===== config.mk =====
export PLATFORM = sky130hd
export DESIGN_NAME = ext_interrupt_detect_ack
export DESIGN_NICKNAME = d
export VERILOG_FILES = /design/src/irq_detect_pkg.sv /design/src/irq_sync_if.sv /design/src/ext_interrupt_detect_ack.sv /design/src/irq_pin_sync.sv
export VERILOG_INCLUDE_DIRS = /design/src
export SDC_FILE = /design/constraint.sdc
export NUM_CORES = 1
export LEC_CHECK = 0
export ABC_AREA = 1
export BUFFER_PORTS_ARGS = -buffer_cell sky130_fd_sc_hd__buf_2
export CORE_MARGIN = 2
export CORE_UTILIZATION = 37
export CTS_CLUSTER_SIZE = 12
export DETAILED_ROUTE_END_ITERATION = 7
export PLACE_DENSITY = 0.75
export SLEW_MARGIN = 20
export SYNTH_ARGS = -nofsm -noshare
export SYNTH_HDL_FRONTEND = slang
export SYNTH_SLANG_ARGS = --single-unit
export TNS_END_PERCENT = 10

===== constraint.sdc =====
create_clock -name core_clk -period 0.8 [get_ports core_clk]
set_input_delay 0.08 -clock core_clk [delete_from_list [all_inputs] [get_ports core_clk]]
set_output_delay 0.08 -clock core_clk [all_outputs]
set_load 0.02 [all_outputs]

===== src/irq_detect_regs.svh =====
// How it works
// [RULE_01] Request pins are asynchronous and pass a two-stage synchroniser first.
// [RULE_02] Requests are level-sensitive; a low level at a sampling point registers one.
// [RULE_03] Requests are sampled only at the falling edge of the phase-one clock.
// [RULE_04] Core and DMA take pending requests only at instruction-fetch boundaries.
// [RULE_05] A requester holds its pin low over one or two falling phase-one edges.
// [RULE_06] A fresh request on one pin can be taken every two phase-one cycles.
// [RULE_07] A missed sampling window delays the response by exactly one more cycle.
// [RULE_08] Acknowledge strobe goes low at decode start, high at read start, on phase-one rise.
// [RULE_09] A detected request stays pending until serviced at a fetch boundary.
`ifndef IRQ_DETECT_REGS_SVH
`define IRQ_DETECT_REGS_SVH

// ****************************************************************
// Widths and reset values
// ****************************************************************
`define IRQ_NUM        4
`define IRQ_SYNC_RST   4'hf
`define IRQ_PEND_RST   4'h0
`define IRQ_ACK_IDLE   1'b1
`define IRQ_ACK_ACTIVE 1'b0
`define IRQ_REQ_ACTIVE 1'b0

`endif


===== src/irq_detect_pkg.sv =====
package irq_detect_pkg;

  // Phase of the phase-one clock, derived from core_clk by a divide-by-two.
  typedef enum logic [0:0]
  {
    PH_HIGH = 1'b0,
    PH_LOW  = 1'b1
  } phase_e;

  typedef logic [3:0] irq_vec_t;

endpackage


===== src/irq_sync_if.sv =====
`timescale 1ns/1ps
interface irq_sync_if;
  logic [3:0] req_n_sync;

  modport src (output req_n_sync);
  modport dst (input  req_n_sync);
endinterface


===== src/ext_interrupt_detect_ack.sv =====
`timescale 1ns/1ps
`include "irq_detect_regs.svh"
module ext_interrupt_detect_ack
  import irq_detect_pkg::*;
(
  input  wire logic     core_clk,
  input  wire logic     rst_b,
  input  wire irq_vec_t ext_irq_req_n,
  input  wire logic     fetch_boundary,
  input  wire irq_vec_t cpu_take,
  input  wire irq_vec_t dma_take,
  input  wire logic     ack_decode_start,
  input  wire logic     ack_read_start,
  output logic          phase1_clock,
  output irq_vec_t      irq_pending,
  output logic          irq_ack_strobe_n
);

  // ****************************************************************
  // Pin synchroniser
  // ****************************************************************
  irq_sync_if sync_bus ();

  irq_pin_sync u_sync
  (
    .core_clk      (core_clk),
    .rst_b         (rst_b),
    .ext_irq_req_n (ext_irq_req_n),
    .sy            (sync_bus.src)
  );

  // ****************************************************************
  // Phase-one clock divider
  // ****************************************************************
  phase_e phase_r;
  phase_e phase_nxt;
  logic   ph1_fall_en;
  logic   ph1_rise_en;

  // One core cycle per phase; each phase edge becomes a one-cycle enable.
  always_comb
  begin
    case (phase_r)
      PH_HIGH: phase_nxt = PH_LOW;
      PH_LOW:  phase_nxt = PH_HIGH;
      default: phase_nxt = PH_HIGH;
    endcase
  end

  always_ff @(posedge core_clk)
  begin
    if (!rst_b)
      phase_r <= PH_HIGH;
    else
      phase_r <= phase_nxt;
  end

  assign ph1_fall_en  = (phase_r == PH_HIGH);  // [RULE_03]
  assign ph1_rise_en  = (phase_r == PH_LOW);
  assign phase1_clock = (phase_r == PH_HIGH);

  // ****************************************************************
  // Request detection and pending flags
  // ****************************************************************
  irq_vec_t pend_r;
  irq_vec_t pend_nxt;
  irq_vec_t set_mask;
  irq_vec_t clr_mask;

  // Builds a mask of request lines that read the active level.
  function automatic irq_vec_t active_lines(input irq_vec_t lines_n);
    active_lines = ~(lines_n ^ {`IRQ_NUM{`IRQ_REQ_ACTIVE}});
  endfunction

  // Sampling late by one enable only delays the flag by one phase-one cycle (two core cycles); the
  // level is still present only when a requester holds it over two edges, not over one.
  always_comb
  begin
    set_mask = ph1_fall_en ? active_lines(sync_bus.req_n_sync)  // [RULE_02] [RULE_03] [RULE_07]
                           : `IRQ_PEND_RST;
    clr_mask = fetch_boundary ? (cpu_take | dma_take) : `IRQ_PEND_RST;         // [RULE_04]
    pend_nxt = (pend_r & ~clr_mask) | set_mask;  // [RULE_09] [RULE_06]
  end

  always_ff @(posedge core_clk)
  begin
    if (!rst_b)
      pend_r <= `IRQ_PEND_RST;
    else
      pend_r <= pend_nxt;
  end

  assign irq_pending = pend_r;

  // ****************************************************************
  // Acknowledge strobe
  // ****************************************************************
  logic ack_r;
  logic ack_nxt;

  // Only a phase-one rising enable may move the strobe.
  always_comb
  begin
    ack_nxt = ack_r;
    if (ph1_rise_en && ack_decode_start)
      ack_nxt = `IRQ_ACK_ACTIVE;  // [RULE_08]
    else if (ph1_rise_en && ack_read_start)
      ack_nxt = `IRQ_ACK_IDLE;    // [RULE_08]
  end

  always_ff @(posedge core_clk)
  begin
    if (!rst_b)
      ack_r <= `IRQ_ACK_IDLE;
    else
      ack_r <= ack_nxt;
  end

  assign irq_ack_strobe_n = ack_r;

  // ****************************************************************
  // Assertions
  // ****************************************************************
  property p_sync_delay;
    @(posedge core_clk) disable iff (!rst_b)
    (|set_mask) |-> ((set_mask & $past(ext_irq_req_n, 2)) == 4'h0);
  endproperty
  a_sync_delay: assert property (p_sync_delay)  // [RULE_01]
    else $error("Request set without synchronised low.");

  property p_level_held;
    @(posedge core_clk) disable iff (!rst_b)
    (!ext_irq_req_n[0] && !fetch_boundary) [*4] |=> pend_r[0];
  endproperty
  a_level_held: assert property (p_level_held)  // [RULE_02]
    else $error("Held request not registered.");

  property p_set_on_fall;
    @(posedge core_clk) disable iff (!rst_b)
    (|(pend_r & ~$past(pend_r))) |-> $past(ph1_fall_en);
  endproperty
  a_set_on_fall: assert property (p_set_on_fall)  // [RULE_03]
    else $error("Pending set off the falling edge.");

  property p_clear_at_fetch;
    @(posedge core_clk) disable iff (!rst_b)
    (|($past(pend_r) & ~pend_r)) |-> $past(fetch_boundary);
  endproperty
  a_clear_at_fetch: assert property (p_clear_at_fetch)  // [RULE_04]
    else $error("Pending cleared off a fetch boundary.");

  property p_two_cycle_rate;
    @(posedge core_clk) disable iff (!rst_b)
    ph1_fall_en |=> !ph1_fall_en ##1 ph1_fall_en;
  endproperty
  a_two_cycle_rate: assert property (p_two_cycle_rate)  // [RULE_06]
    else $error("Sampling rate not every two cycles.");

  property p_one_late;
    @(posedge core_clk) disable iff (!rst_b)
    (ph1_fall_en && !sync_bus.req_n_sync[1]) |=> pend_r[1];
  endproperty
  a_one_late: assert property (p_one_late)  // [RULE_07]
    else $error("Sampled request not flagged next cycle.");

  property p_ack_low;
    @(posedge core_clk) disable iff (!rst_b)
    $fell(irq_ack_strobe_n) |-> $past(ph1_rise_en && ack_decode_start);
  endproperty
  a_ack_low: assert property (p_ack_low)  // [RULE_08]
    else $error("Strobe fell without decode start.");

  property p_ack_high;
    @(posedge core_clk) disable iff (!rst_b)
    (ph1_rise_en && ack_read_start && !ack_decode_start) |=> irq_ack_strobe_n;
  endproperty
  a_ack_high: assert property (p_ack_high)  // [RULE_08]
    else $error("Strobe did not rise at read start.");

  property p_service_clear;
    @(posedge core_clk) disable iff (!rst_b)
    (fetch_boundary && !ph1_fall_en) |=> ((pend_r & $past(cpu_take | dma_take)) == 4'h0);
  endproperty
  a_service_clear: assert property (p_service_clear)  // [RULE_09]
    else $error("Serviced request not cleared.");

  // ****************************************************************
  // Hold, reset and strobe checks
  // ****************************************************************
  // Reset must leave no stale request behind and the strobe released.
  property p_reset_idle;
    @(posedge core_clk)
    !rst_b |=> ((pend_r == `IRQ_PEND_RST) && (irq_ack_strobe_n == `IRQ_ACK_IDLE));
  endproperty
  a_reset_idle: assert property (p_reset_idle)  // [RULE_09]
    else $error("Reset left a request or the strobe behind.");

  // A pending flag may only drop when a fetch boundary services it.
  property p_pend_hold;
    @(posedge core_clk) disable iff (!rst_b)
    !fetch_boundary |=> ((pend_r & $past(pend_r)) == $past(pend_r));
  endproperty
  a_pend_hold: assert property (p_pend_hold)  // [RULE_09]
    else $error("Pending flag dropped without service.");

  // An idle line must never raise a flag that was clear.
  property p_idle_no_set;
    @(posedge core_clk) disable iff (!rst_b)
    (ph1_fall_en && sync_bus.req_n_sync[2] && !pend_r[2]) |=> !pend_r[2];
  endproperty
  a_idle_no_set: assert property (p_idle_no_set)  // [RULE_02]
    else $error("Idle line raised a request.");

  // Take masks outside a fetch boundary must change nothing.
  property p_take_ignored;
    @(posedge core_clk) disable iff (!rst_b)
    (!fetch_boundary && !ph1_fall_en) |=> (pend_r == $past(pend_r));
  endproperty
  a_take_ignored: assert property (p_take_ignored)  // [RULE_04]
    else $error("Pending flags moved between fetch boundaries.");

  // The phase output alternates, which gives one sample every two cycles.
  property p_phase_toggle;
    @(posedge core_clk) disable iff (!rst_b)
    phase1_clock |=> !phase1_clock;
  endproperty
  a_phase_toggle: assert property (p_phase_toggle)  // [RULE_06]
    else $error("Phase output did not alternate.");

  // The strobe may only move one cycle after a phase-one rising enable.
  property p_ack_on_rise;
    @(posedge core_clk) disable iff (!rst_b)
    $changed(irq_ack_strobe_n) |-> $past(ph1_rise_en);
  endproperty
  a_ack_on_rise: assert property (p_ack_on_rise)  // [RULE_08]
    else $error("Strobe moved off a phase-one rise.");

  // A decode start wins even when a read start comes with it.
  property p_decode_wins;
    @(posedge core_clk) disable iff (!rst_b)
    (ph1_rise_en && ack_decode_start) |=> !irq_ack_strobe_n;
  endproperty
  a_decode_wins: assert property (p_decode_wins)  // [RULE_08]
    else $error("Decode start did not assert the strobe.");

endmodule


===== src/irq_pin_sync.sv =====
`timescale 1ns/1ps
`include "irq_detect_regs.svh"
module irq_pin_sync
  import irq_detect_pkg::*;
(
  input  wire logic     core_clk,
  input  wire logic     rst_b,
  input  wire irq_vec_t ext_irq_req_n,
  irq_sync_if.src       sy
);

  irq_vec_t stage1_r;
  irq_vec_t stage1_nxt;
  irq_vec_t stage2_r;
  irq_vec_t stage2_nxt;

  // The first stage feeds only the second, so a metastable pin cannot spread.
  always_comb
  begin
    stage1_nxt = ext_irq_req_n;  // [RULE_01]
    stage2_nxt = stage1_r;       // [RULE_01]
  end

  // Reset to idle-high so no request is seen while the chain fills.
  always_ff @(posedge core_clk)
  begin
    if (!rst_b)
    begin
      stage1_r <= `IRQ_SYNC_RST;
      stage2_r <= `IRQ_SYNC_RST;
    end
    else
    begin
      stage1_r <= stage1_nxt;
      stage2_r <= stage2_nxt;
    end
  end

  assign sy.req_n_sync = stage2_r;

endmodule


==> impl_metrics.csv <==
group,metric,value,unit
status,status,"finished, violations left",
status,violations,"setup timing",
global_route,grt-ovfl-total,0,
power,p_leak,0.4181,nW
finish,nFillCells,109,
yosys,synthDominantAreaCellType,"dfxtp_1",
timing,min_period,0.8646,ns
clock_tree,cts_buffers,3,
yosys,synth_xor_area_share,0,%
yosys,ys_ff_latch,14,
clock_tree,cts.sinks,14,
clock_tree,cts-root-buf,"clkbuf_4",
run,maxCapViolations,0,
timing,slew_violations,0,
yosys,synth_top_area_share,58.18,%
route,drc,0,
worst_hold_path,hold_class,"primary input to flop",
route,via_per_inst,4.114,
global_route,grt_pass1_wl,1352,um
setup_path,crit_arrival,0.78,ns
timing,period_share,108.1,%
placed_design,place_area,610.6,um^2
timing,finalHoldViolations,0,
setup_path,worstSetupPathType,"flop to output pin",
finish,multi_input_area,160.2,um^2
route,drtIter0Drc,0,
yosys,synth-compound-area-share,4.156,%
setup_path,end_kind,"output pin",
clock_tree,clk_pin_slew_worst_paths,0.09,ns
route,via_count,432,
global_route,grt_max_degree,10,
finish,area_growth,54.03,%
finish,layout-drive-gt1-share,40.00,%
yosys,muxShareOfSynthArea,0,%
power,ir_drop,1.268,mV
setup_path,crit_path_top_delay_cell,"dfxtp_4",
clock_tree,cts_tree,"yes",
timing,setup_violations,6,
die,fp.coreArea,1252,um^2
timing,max-slew-margin-rel,89.40,%
finish,diodes,0,
yosys,yosysWarnings,0,
yosys,synth_top_family_by_area,"simple AND/OR/NAND/NOR gates",
yosys,yosysSeqAreaShare,58.18,%
yosys,synth.cell_area,481.7,um^2
finish,final_cell_mix,"nand2_1 (21), buf_2 (16), inv_1 (9), or2_1 (8), dfxtp_1 (8)",
timing,tightest_slew,0.1573,ns
setup_path,cp-start-kind,"flop",
global_route,grt_pass1_vias,382,
timing,clock.fmax,1157,MHz
yosys,ys_top_cells_by_area,"dfxtp_1 (58%), nand2_1 (16%), or2_1 (10%), inv_1 (7.8%), o21ai_0 (4.2%)",
global_route,gr-usage-all-layers,13.97,%
placed_design,io_buffers,22,
timing,skew,0.007680,ns
yosys,synthSimpleGateAreaFrac,29.09,%
die,start_util,38.46,%
yosys,syn-instance-count,59,
timing,worst_slack,-0.06465,ns
finish,final_common_cell,"nand2_1",
yosys,synth_fp_nets,76,
placed_design,pre_cts_ws,0.1191,ns
finish,final_area,742.0,um^2
die,die_x,40.08,um
timing,setup_tns,-0.1311,ns
timing,rsz0062_at_grt,"true",
power,power_density,1899,nW/um^2
yosys,avgSynthCellArea,8.165,um^2
route,ant_nets,0,
global_route,antenna_found_initial,0,
die,io_pins,23,
clock_tree,h-tree-depth,1,
finish,area.sequential,290.3,um^2
placed_design,routabilityCongestion,0.6128,
placed_design,hpwl,573.7,um
finish,fin_util,59.24,%
route,wl_per_cell,8.410,um
yosys,synth-adder-area-share,0,%
finish,nets,108,
clock_tree,clockBufferDepth,2,
die,dieArea,1606,um^2
setup_path,critPathRequiredTime,0.72,ns
die,die_h,40.08,um
die,rows,13,
route,drt_wl_total,883,um
setup_path,cpPeakStageDelay,0.36,ns
setup_path,cp_max_fo,2,
yosys,yosysUniqueCellTypes,7,
setup_path,crit_chain,"inv_2 -> buf_6",
route,dr.pass1.iters,1,
clock_tree,clk_latency,0.28,ns
where the power goes:
| group | internal, W | total, W | switching (W) | leakage (nW) |
|---|---|---|---|---|
| clock network | 0.000277 | 0.000501 | 0.000224 | 0.0210 |
| registers | 0.000730 | 0.000743 | 0.0000131 | 0.118 |
| logic | 0.0000928 | 0.000165 | 0.0000720 | 0.280 |
| total | 0.00110 | 0.00141 | 0.000309 | 0.418 |
repair_timing:
| action | in CTS | in global routing |
|---|---|---|
| endpoints found under the setup margin | 6 | 11 |
| hold buffers | 4 | 0 |
| endpoints found under the hold margin | 4 | 0 |
| pin swaps | 0 | 1 |
| setup buffers | 1 | 0 |
| resized for setup | 18 | 2 |
cells by family after synthesis:
family	after synthesis
AO/OA/AOI/OAI	4
buffers and inverters	11
flip-flops	14
AND/OR/NAND/NOR	30
worst max-delay path, delay by kind of cell (launching register included):
| family | cells | cell delay [ns] |
|---|---|---|
| buf+inv | 2 | 0.15 |
| flops | 1 | 0.36 |
layer usage:
layer	global-route usage (%)	part of all wire (%)	vias to the layer above
met3	10.00	11	2
met1	9.622	41	176
met4	5.172	0.79	0
li1	-	-	234
met5	0	0	-
met2	27.42	48	20
Yosys cell counts:
cell type	count
inv_1	10
nand2_1	21
or2_1	8
inv_2	1
nor2_4	1
o21ai_0	4
dfxtp_1	14
cell type report:
type                    instances  area share, %
multi-input cells              34          21.59
inverters                      11          5.565
well taps                      15          2.530
clock buffers                   4          4.890
repair buffers                 27          26.31
flip-flops and latches         14          39.12
through the flow:
| step | total power (W) | hold WS, ns | std cells |
|---|---|---|---|
| floorplan | 0.0008205 | 0.1487 | 59 |
| global placement | 0.0008781 | 0.2576 | 96 |
| detailed placement | 0.0008834 | 0.2625 | 96 |
| CTS | 0.001433 | 0.01487 | 105 |
| global route | 0.001496 | 0.01131 | 105 |
| finish | 0.001409 | 0.02408 | 105 |
flip-flops by register name, summed over array words and instances (netlist names):
| name | flops |
|---|---|
| irq_ack_strobe_n | 1 |
| u_sync.stage1_r | 4 |
| u_sync.sy.req_n_sync | 4 |
| irq_pending | 4 |
| ph1_rise_en | 1 |
final timing paths:
check / startpoint / end / slack (ns) / cells after the start
min reg2reg: u_sync.stage1_r[1] / u_sync.sy.req_n_sync[1] / 0.41 / 1
max: ph1_rise_en / phase1_clock / -0.06 / 2
min: rst_b / irq_ack_strobe_n / 0.02 / 2
max reg2reg: ph1_rise_en / irq_ack_strobe_n / 0.02 / 5
Power figures use the tool's default switching activity.
